File: config.mk
export PLATFORM = sky130hd
export DESIGN_NAME = csiu_top
export DESIGN_NICKNAME = d
export VERILOG_FILES = /design/src/rtl/csiu_pkg.sv /design/src/rtl/csiu_top.sv
export SDC_FILE = /design/constraint.sdc
export NUM_CORES = 1
export LEC_CHECK = 0
export ABC_AREA = 1
export BUFFER_PORTS_ARGS = -buffer_cell sky130_fd_sc_hd__buf_2
export CAP_MARGIN = 20
export CORE_MARGIN = 4
export CORE_UTILIZATION = 40
export CTS_BUF_LIST = sky130_fd_sc_hd__clkbuf_2 sky130_fd_sc_hd__clkbuf_4 sky130_fd_sc_hd__clkbuf_8
export DETAILED_ROUTE_END_ITERATION = 10
export PLACE_DENSITY = 0.64
export REMOVE_ABC_BUFFERS = 1
export SLEW_MARGIN = 20
export SYNTH_ARGS = -nofsm -noshare
export SYNTH_HDL_FRONTEND = slang
export SYNTH_SLANG_ARGS = --single-unit
File: constraint.sdc
create_clock -name i_ref_clk -period 1.5 [get_ports i_ref_clk]
set_input_delay 0.225 -clock i_ref_clk [delete_from_list [all_inputs] [get_ports i_ref_clk]]
set_output_delay 0.225 -clock i_ref_clk [all_outputs]
set_load 0.01 [all_outputs]
File: src/rtl/csiu_pkg.sv
/*
  Constants and carrier types for the clock status and interrupt unit.
  Assumes an 8-bit register port on the same clock as the unit.
*/
`default_nettype none

package csiu_pkg;

  // ----------------------------------------------------------------------
  // Register map
  // ----------------------------------------------------------------------
  localparam int unsigned ADDR_W             = 8;
  localparam int unsigned DATA_W             = 8;
  localparam logic [7:0]  ADDR_IRQ_EN_PLL_IN = 8'h68;
  localparam logic [7:0]  ADDR_IRQ_EN_REF_HO = 8'h69;
  localparam logic [7:0]  ADDR_STICKY_PLL_IN = 8'h6C;
  localparam logic [7:0]  ADDR_LIVE_PLL_IN   = 8'h6D;
  localparam logic [7:0]  ADDR_STICKY_REF_HO = 8'h6E;
  localparam logic [7:0]  ADDR_LIVE_REF_HO   = 8'h6F;

  // ----------------------------------------------------------------------
  // Field layout
  // ----------------------------------------------------------------------
  localparam int unsigned NUM_INPUTS     = 4;
  localparam int unsigned BIT_VCXO       = 4;  // In the PLL/input group
  localparam int unsigned BIT_SYNTH      = 5;
  localparam int unsigned GRP_A_W        = 6;  // Inputs, VCXO, synth
  localparam int unsigned GRP_B_W        = 2;  // Holdover, reference
  localparam int unsigned NUM_SRC        = GRP_A_W + GRP_B_W;
  localparam logic [7:0]  RST_IRQ_EN     = 8'h00;
  localparam logic [7:0]  RST_PENDING    = 8'h00;
  localparam logic [7:0]  READ_ZERO      = 8'h00;
  localparam logic [1:0]  RST_SYNC_PAD   = 2'h0;

  // ----------------------------------------------------------------------
  // Live condition carrier, all bits from the analog side
  // ----------------------------------------------------------------------
  typedef struct packed {
    logic [1:0]            selected_input_live;
    logic                  synth_lock_live;
    logic                  vcxo_lock_live;
    logic [NUM_INPUTS-1:0] input_active_live;
    logic                  synth_calibration_busy;
    logic                  reference_present_live;
    logic                  holdover_live;  // 1 = not in holdover
  } csiu_live_t;

  localparam int unsigned LIVE_W = $bits(csiu_live_t);
  localparam logic [LIVE_W-1:0] RST_LIVE_SYNC = '0;

  // Register port request
  typedef struct packed {
    logic              wr;
    logic              rd;
    logic [ADDR_W-1:0] addr;
    logic [DATA_W-1:0] wdata;
  } csiu_req_t;

endpackage : csiu_pkg

`default_nettype wire

File: src/rtl/csiu_top.sv
/*
  Status latching and interrupt gating for a dual-PLL clock conditioner.
  Assumes the register request comes from logic on i_ref_clk and the live
  conditions arrive asynchronously from the analog monitors.
*/
`default_nettype none

// What this block does
// Synth lock-loss flag drives interrupt low only while its enable is 1.
// VCXO lock-loss flag drives interrupt low only while its enable is 1.
// Each input loss-of-signal flag interrupts only while its own enable is 1.
// Reference flag changes interrupt only while reference enable is 1.
// Holdover flag interrupts only while holdover enable is 1.
// Interrupt output is active low.
// Synth sticky reads 0 after any lock loss until cleared.
// Synth sticky reads 1 when no lock loss since last clear.
// Writing 1 clears synth sticky and its pending interrupt.
// Synth sticky is fed by the live synth lock status.
// VCXO sticky reads 0 after lock loss; write 1 clears it.
// Each input sticky reads 0 after signal loss; write 1 clears it.
// Reference sticky reads 0 after reference loss; write 1 clears it.
// Holdover sticky reads 0 after holdover entry; write 1 clears it.
// Interrupt is the OR of all enabled pending flags.
// Live bits ignore writes; sticky bits clear only by write-one.
module csiu_top
  import csiu_pkg::*;
(
  input  wire logic       i_ref_clk,
  input  wire logic       i_sys_rst,
  input  wire csiu_req_t  i_req,
  input  wire csiu_live_t i_live,
  output logic [7:0]      o_reg_rdata,
  output logic            o_rd_valid,
  output logic            o_irq_out_n
);

  // ----------------------------------------------------------------------
  // Live condition synchroniser
  // ----------------------------------------------------------------------
  logic [LIVE_W-1:0] live_meta_q;
  logic [LIVE_W-1:0] live_sync_q;
  csiu_live_t        live;

  always_ff @(posedge i_ref_clk or posedge i_sys_rst) begin
    if (i_sys_rst) begin
      live_meta_q <= RST_LIVE_SYNC;
      live_sync_q <= RST_LIVE_SYNC;
    end else begin
      live_meta_q <= i_live;
      live_sync_q <= live_meta_q;
    end
  end

  assign live = csiu_live_t'(live_sync_q);

  // ----------------------------------------------------------------------
  // Source vector: [3:0] inputs, [4] VCXO, [5] synth, [6] holdover, [7] ref
  // ----------------------------------------------------------------------
  logic [NUM_SRC-1:0] cause;
  logic [NUM_SRC-1:0] clear;
  logic [NUM_SRC-1:0] enable;
  logic [NUM_SRC-1:0] pending_q;
  logic [7:0]         irq_en_a_q;
  logic [7:0]         irq_en_b_q;
  logic               wr_sticky_a;
  logic               wr_sticky_b;

  // Loss is taken as a level: a lasting fault re-arms after a clear
  always_comb begin
    cause[NUM_INPUTS-1:0] = ~live.input_active_live;
    cause[BIT_VCXO]       = ~live.vcxo_lock_live;
    cause[BIT_SYNTH]      = ~live.synth_lock_live;
    cause[GRP_A_W]        = ~live.holdover_live;
    cause[GRP_A_W+1]      = ~live.reference_present_live;
  end

  assign wr_sticky_a = i_req.wr && (i_req.addr == ADDR_STICKY_PLL_IN);
  assign wr_sticky_b = i_req.wr && (i_req.addr == ADDR_STICKY_REF_HO);

  assign clear  = {i_req.wdata[GRP_B_W-1:0] & {GRP_B_W{wr_sticky_b}},
                   i_req.wdata[GRP_A_W-1:0] & {GRP_A_W{wr_sticky_a}}};
  assign enable = {irq_en_b_q[GRP_B_W-1:0], irq_en_a_q[GRP_A_W-1:0]};

  // ----------------------------------------------------------------------
  // Sticky latches, set wins over a clear in the same cycle
  // ----------------------------------------------------------------------
  genvar g;
  generate
    for (g = 0; g < NUM_SRC; g++) begin : g_sticky
      always_ff @(posedge i_ref_clk or posedge i_sys_rst) begin
        if (i_sys_rst) begin
          pending_q[g] <= RST_PENDING[g];
        end else if (cause[g]) begin
          pending_q[g] <= 1'b1;
        end else if (clear[g]) begin
          pending_q[g] <= 1'b0;
        end
      end
    end
  endgenerate

  // ----------------------------------------------------------------------
  // Interrupt enables
  // ----------------------------------------------------------------------
  always_ff @(posedge i_ref_clk or posedge i_sys_rst) begin
    if (i_sys_rst) begin
      irq_en_a_q <= RST_IRQ_EN;
      irq_en_b_q <= RST_IRQ_EN;
    end else begin
      if (i_req.wr && (i_req.addr == ADDR_IRQ_EN_PLL_IN)) begin
        irq_en_a_q <= {2'h0, i_req.wdata[GRP_A_W-1:0]};
      end
      if (i_req.wr && (i_req.addr == ADDR_IRQ_EN_REF_HO)) begin
        irq_en_b_q <= {6'h00, i_req.wdata[GRP_B_W-1:0]};
      end
    end
  end

  // ----------------------------------------------------------------------
  // Interrupt output, registered so it never glitches at the pin
  // ----------------------------------------------------------------------
  always_ff @(posedge i_ref_clk or posedge i_sys_rst) begin
    if (i_sys_rst) begin
      o_irq_out_n <= 1'b1;
    end else begin

      o_irq_out_n <= ~(|(pending_q & enable));
    end
  end

  // ----------------------------------------------------------------------
  // Read path; sticky bits read inverted, reads have no side effect
  // ----------------------------------------------------------------------
  logic [7:0] rd_mux;

  always_comb begin
    case (i_req.addr)
      ADDR_IRQ_EN_PLL_IN: rd_mux = irq_en_a_q;
      ADDR_IRQ_EN_REF_HO: rd_mux = irq_en_b_q;
      ADDR_STICKY_PLL_IN: rd_mux = {2'h0, ~pending_q[GRP_A_W-1:0]};
      ADDR_LIVE_PLL_IN:   rd_mux = {live.selected_input_live,
                                    live.synth_lock_live,
                                    live.vcxo_lock_live,
                                    live.input_active_live};
      ADDR_STICKY_REF_HO: rd_mux = {6'h00, ~pending_q[NUM_SRC-1:GRP_A_W]};
      ADDR_LIVE_REF_HO:   rd_mux = {5'h00,
                                    live.synth_calibration_busy,
                                    live.reference_present_live,
                                    live.holdover_live};
      default:            rd_mux = READ_ZERO;
    endcase
  end

  always_ff @(posedge i_ref_clk or posedge i_sys_rst) begin
    if (i_sys_rst) begin
      o_reg_rdata <= READ_ZERO;
      o_rd_valid  <= 1'b0;
    end else begin
      o_rd_valid <= i_req.rd;
      if (i_req.rd) begin
        o_reg_rdata <= rd_mux;
      end
    end
  end

endmodule // csiu_top

`default_nettype wire

==> results.yml, run 1 <==
outcome:
  status: "completed"
synth:
  syn-cell-area_mm2: 0.00192
  synth_top_area_share_pct: 61.1
  synth_top_area_cell: "dfrtp_1"
  synth_ff_type: "dfrtp_1"
  syn_avg_cell_area_um2: 9.67
  synth_area_leaders: "dfrtp_1 61%, nand2_1 9.2%, nand3_1 5.5%, inv_1 3.9%, o21ai_0 3.9%"
  ys_ff_latch: 48
  async_flop_share_pct: 100
  synthTopCellsByCount: "47 x dfrtp_1, 47 x nand2_1, 21 x nand3_1, 20 x inv_1, 15 x o21ai_0"
  yosys_warnings: 0
  postSynthCellCount: 199
  synth_edf_count: 0
  seq_area_frac_synth_pct: 62.5
  synth_cell_types: 25
detailed_routing:
  viasPerCell: 4.69
  drt_wl_total_um: 3640
  post-route-drc-count: 0
  vias: 1394
  drt_pass1_iterations: 4
  wl_per_cell_um: 12.3
  drtAntennaViolNets: 0
  drt_iter0_drc: 96
grt:
  grt_max_degree: 32
  grt_pass1_vias: 1409
  antenna_found_initial: 0
  grt_pass1_wl_um: 6430
  overflow: 0
  grt_util_all_layers_pct: 13.5
die:
  initial_core_util_pct: 42.7
  die-area_mm2: 0.00598
  ios: 41
  row_count: 24
  die_w_um: 77.4
  core_mm2: 0.00450
  die_h_um: 77.4
final_layout:
  drive_above_1_share_pct: 26.5
  stdcell_count: 297
  layout.nets: 275
  final_cell_area_mm2: 0.00228
  areaGrowthSynthToFinish_pct: 18.6
  diodes: 0
clock_tree:
  cts_buffers: 5
  cts_tree: "done"
  cts_setup_buffers: 0
  clock_tree.root_cell: "clkbuf_8"
  clkSinkCount: 48
  clk_pin_slew_ps: 80
  htree_num_levels: 2
  cts.path.max_buffers: 2
  clkLatencyLatePin_ps: 290
sta:
  post-route-period-util_pct: 76.9
  setup_viol: 0
  tightest_slew_ps: 410
  fin_crit_ps: 1150
  hold_viol: 0
  skew_ps: 5.28
  max-slew-margin-rel_pct: 72.6
  fin_tns_setup_ps: 0
  rsz0062_at_grt: "no"
  drv_slew: 0
  fmax_ghz: 0.867
placed_design:
  hpwl_um: 2630
  numPortBuffers: 38
  dp.cells: 288
  dpl_cell_area_mm2: 0.00218
  gp_congestion: 0.929
setup_path:
  crit_fanout: 1
  end_kind: "output port"
  required_ps: 1270
  crit_chain: "buf_2"
  crit_buf_inv: 1
  slowest_delay_ps: 520
  worstSetupPathType: "register to output port"
  path_delay_family: "flip-flops"
  setup.worst_path.start_class: "register"
  cp.arrival_ps: 930
  slowest_stage: "dfstp_2"
power_and_ir_drop:
  pwr-share-seq_pct: 59.2
  irDropWorstVdd_uv: 635
  clockPowerShare_pct: 33.9
  p_int_mw: 1.77
  cellLeakagePower_nw: 1.18
  swShare_pct: 23.0
  finalPower_mw: 2.30
  switchingPower_mw: 0.530
  pwr-share-comb_pct: 6.9
  power.density_mw_per_mm2: 1010
hold_path:
  hp-class: "input port to register"
flow_run:
  max-cap-violations: 0
[logic make-up (layout without fill, tap and decap cells)]
group | count (synthesis) | in the layout | share of synthesized area, %
AND/OR/NAND/NOR | 94 | 94 | 23.0
flip-flops | 48 | 48 | 62.5
buffers and inverters | 29 | 75 | 6.50
AO/OA/AOI/OAI | 28 | 28 | 8.00
[metal layers]
layer	track usage [%]	up-vias	part of all wire [%]	routed length [µm]
met5	0	-	0	0
met4	5.69	0	0.93	34
met3	4.17	4	6.9	250
met2	19.4	45	42	1540
met1	18.8	622	50	1820
li1	-	723	-	-
[flip-flops by register name, summed over array words and instances, names as in the netlist]
| register | cells |
|---|---|
| irq_en_a_q | 6 |
| irq_en_b_q | 2 |
| live | 11 |
| live_meta_q | 11 |
| o_irq_out_n | 1 |
| o_rd_valid | 1 |
| o_reg_rdata | 8 |
| pending_q | 8 |
[through the flow]
stage	hold slack (ps)	util, %	setup WS, ps
after global routing	9.43	50.7	311
final	32.5	50.7	346
after floorplan	256	-	132
after detailed placement	243	48.4	171
after global placement	237	48.4	184
after CTS	18.6	50.7	333
[cell usage in the layout, fill, tap and decap left out, types with 4 or more instances in the layout]
cell / count
dfrtp_1: 47
inv_2: 5
nand2_1: 47
clkbuf_8: 5
o21ai_1: 8
nand3_1: 21
nor2_1: 8
buf_2: 38
inv_1: 19
nor3_1: 7
nand2_2: 4
o21ai_0: 15
[path summary, 6_finish.rpt]
check	start	endpoint	slack, ps	cells past startpoint
worst max-delay path	o_irq_out_n	o_irq_out_n	350	1
worst min-delay path	i_live[7]	live_meta_q[7]	30	1
worst max register to register	irq_en_a_q[3]	o_irq_out_n	480	3
worst min register to register	live_meta_q[0]	live[0]	350	0
max in group asynchronous	i_sys_rst	live_meta_q[0]	550	4
min in group asynchronous	i_sys_rst	live_meta_q[8]	470	3
[power by group through the flow]
| stage | registers, mW | logic [mW] | clock network (mW) |
|---|---|---|---|
| 6_report | 1.36 | 0.158 | 0.780 |
| 5_1_grt | 1.37 | 0.181 | 0.870 |
| 4_1_cts | 1.36 | 0.162 | 0.810 |
| 3_5_place_dp | 1.39 | 0.159 | 0 |
| 3_3_place_gp | 1.39 | 0.158 | 0 |
| 2_1_floorplan | 1.38 | 0.0815 | 0 |
[cell type report]
class / instances / area (µm²)
Multi-Input combinational cell: 122 / 597
Timing Repair Buffer: 41 / 228
Clock buffer: 7 / 83.8
Inverter: 26 / 97.6
Fill cell: 445 / 2220
Tap cell: 52 / 65.1
Clock inverter: 1 / 8.76
Sequential cell: 48 / 1200
[what timing repair did]
action	in CTS	in global routing
gates resized for setup	0	0
endpoints found under the hold margin	16	0
hold buffers	1	0
No activity file was read; power rests on OpenSTA's default activity.
==> inputs of run 2 (changes only) <==
--- a/config.mk
+++ b/config.mk
@@ -5,7 +5,7 @@
 export SDC_FILE = /design/constraint.sdc
 export NUM_CORES = 1
 export LEC_CHECK = 0
-export ABC_AREA = 1
+export ABC_AREA = 0
 export BUFFER_PORTS_ARGS = -buffer_cell sky130_fd_sc_hd__buf_2
 export CAP_MARGIN = 20
 export CORE_MARGIN = 4
==> constraint.sdc (replaced) <==
create_clock -name i_ref_clk -period 1.1 [get_ports i_ref_clk]
set_input_delay 0.165 -clock i_ref_clk [delete_from_list [all_inputs] [get_ports i_ref_clk]]
set_output_delay 0.165 -clock i_ref_clk [all_outputs]
set_load 0.01 [all_outputs]
==> run 2 against run 1 <==
  * The flow now finishes with violations (negative setup slack)
  * Via count hardly changed
  * Power is 51% higher
  * Global-route usage is 1.7 points higher
  * Clock power is 60% higher
  * Wire length is 12% higher
  * Clock skew is 2.9 ps higher
  * Die area is 0.93% lower
  * Worst setup slack worse by 430 ps
  * Non-clock buffer count is 33 higher
  * Combinational power is 120% higher
  * Critical path depth is 3 higher
  * Utilization is 7.5 points higher
==> results.yml, run 2 <==
sta:
  setup_viol: 2
  rsz0062_at_grt: "yes"
  tightest_slew_ps: 315
  setup_slack_ps: -79.5
  fin_crit_ps: 1180
  drv_slew: 0
  post-route-period-util_pct: 107
  holdWs_ps: 112
  max-slew-margin-rel_pct: 78.8
  hold_viol: 0
  fmax_ghz: 0.848
  skew_ps: 8.13
placed_design:
  numPortBuffers: 38
  hpwl_um: 3000
  dpl_cell_area_mm2: 0.00231
  gp_congestion: 0.804
  dp.cells: 244
final_layout:
  fill_cells: 363
  utilization_pct: 58.1
  diodes: 0
  drive_above_1_share_pct: 42.8
  mostFrequentLayoutCell: "dfrtp_1"
  stdcell_count: 267
  final_cell_area_mm2: 0.00260
  layout.nets: 245
  multi_input_area_um2: 654
  areaGrowthSynthToFinish_pct: 36.6
  layout_common_cells: "47 x dfrtp_1, 36 x buf_2, 19 x buf_4"
  regArea_mm2: 0.00120
power_and_ir_drop:
  irDropWorstVdd_uv: 722
  cellLeakagePower_nw: 1.23
  power.density_mw_per_mm2: 1330
  swShare_pct: 21.3
  pwr-share-seq_pct: 53.9
  clockPowerShare_pct: 36.1
  p_int_mw: 2.73
  switchingPower_mw: 0.739
  pwr-share-comb_pct: 10.0
synth:
  syn-cell-area_mm2: 0.00190
  postSynthCellCount: 139
  synth_ff_type: "dfrtp_1"
  yosysMostFrequentCell: "dfrtp_1"
  synth_cell_types: 34
  synth_area_leaders: "dfrtp_1 62%, mux2_4 4.7%, mux4_2 2.4%, nand2b_1 2.3%, o21ai_0 1.8%"
  syn_avg_cell_area_um2: 13.7
  synth_edf_count: 0
  synth_top_area_cell: "dfrtp_1"
  ys_ff_latch: 48
  synth_top_area_share_pct: 61.8
  yosys_warnings: 0
  async_flop_share_pct: 100
  synthTopCellsByCount: "47 x dfrtp_1, 8 x inv_1, 7 x nand2_1, 7 x nand2b_1, 7 x o21ai_0"
  seq_area_frac_synth_pct: 63.1
grt:
  overflow: 0
  grt_pass1_wl_um: 6980
  grt_pass1_vias: 1433
  antenna_found_initial: 0
  grt_max_degree: 26
  grt_util_all_layers_pct: 15.1
clock_tree:
  clock_tree.root_cell: "clkbuf_8"
  cts_buffers: 5
  cts_tree: "done"
  htree_num_levels: 2
  clkSinkCount: 48
  clkLatencyLatePin_ps: 300
  clk_pin_slew_ps: 80
  cts.path.max_buffers: 2
detailed_routing:
  drt_pass1_iterations: 4
  post-route-drc-count: 0
  drtAntennaViolNets: 0
  viasPerCell: 5.22
  drt_iter0_drc: 62
  vias: 1393
  drt_wl_total_um: 4060
  wl_per_cell_um: 15.2
outcome:
  failed_checks: "negative setup slack"
  status: "finished, violations left"
flow_run:
  max-cap-violations: 0
die:
  die_h_um: 77
  initial_core_util_pct: 42.6
  row_count: 24
  ios: 41
  die_w_um: 77
  core_mm2: 0.00447
  die-area_mm2: 0.00593
setup_path:
  crit_fanout: 2
  end_kind: "register"
  rr_worst_depth: 4
  worstSetupPathType: "register to register"
  required_ps: 1290
  cp.arrival_ps: 1370
  crit_chain: "inv_2 -> mux4_2 -> a21oi_2 -> o2bb2ai_1"
  rrSetupSlack_ps: -80
  slowest_stage: "mux4_2"
  setup.worst_path.start_class: "register"
  slowest_delay_ps: 450
hold_path:
  hp-class: "input port to register"
  hold_depth: 2
-- run 2: per-stage QoR --
stage	setup TNS (ps)	total power [mW]	worst slack, ps
floorplan	-11120	2.01	-222
global placement	-3710	2.19	-296
detailed placement	-4070	2.20	-308
CTS	-150	3.52	-107
global route	-246	3.65	-124
finish	-104	3.47	-79.5
-- run 2: cell families after synthesis --
kind of cell | after synthesis | synth area share (%)
buffers and inverters | 14 | 3.48
multiplexers | 12 | 9.33
flip-flops | 48 | 63.1
AND/OR/NAND/NOR | 36 | 13.4
AO/OA/AOI/OAI | 29 | 10.6
-- run 2: power groups by stage --
stage	Sequential, mW	Combinational, mW	Clock, mW
3_3_place_gp	1.90	0.287	0
6_report	1.87	0.347	1.25
2_1_floorplan	1.90	0.110	0
3_5_place_dp	1.90	0.296	0
4_1_cts	1.87	0.345	1.30
5_1_grt	1.88	0.384	1.39
-- run 2: critical path, delay by kind of cell (launching register included) --
| family | cells | cell delay, ps |
|---|---|---|
| AOI/OAI and AO/OA | 2 | 230 |
| buffers and inverters | 1 | 40 |
| DFF | 1 | 360 |
| muxes | 1 | 450 |
-- run 2: routing by layer --
metal	GRT usage (%)	vias to the layer above	part of all wire (%)
li1	-	642	-
met4	6.58	0	2.5
met1	18.0	699	42
met5	0	-	0
met2	25.3	42	51
met3	4.68	10	4.8
-- run 2: path summary, 6_finish.rpt --
path | start | endpoint
min in group asynchronous | i_sys_rst | live_meta_q[1]
setup / recovery | pending_q[6] | o_reg_rdata[0]
max in group asynchronous | i_sys_rst | o_irq_out_n
hold reg to reg | live_meta_q[5] | live[5]
setup reg to reg | pending_q[6] | o_reg_rdata[0]
hold / removal | i_req[3] | irq_en_a_q[3]
-- run 2: cell type report --
cell class | count | share of cell area [%]
multi-input cells | 77 | 25.2
repair buffers | 74 | 20.7
clock inverters | 2 | 1.35
inverters | 8 | 1.15
flip-flops and latches | 48 | 46.2
clock buffers | 6 | 2.93
well taps | 52 | 2.50
-- run 2: timing repair --
action                                  CTS  global route
gates resized for setup                   2             7
pin swaps                                 2             1
hold buffers                             13             0
endpoints found under the hold margin    59             0
endpoints found under the setup margin    3             9
buffers inserted                          0             2
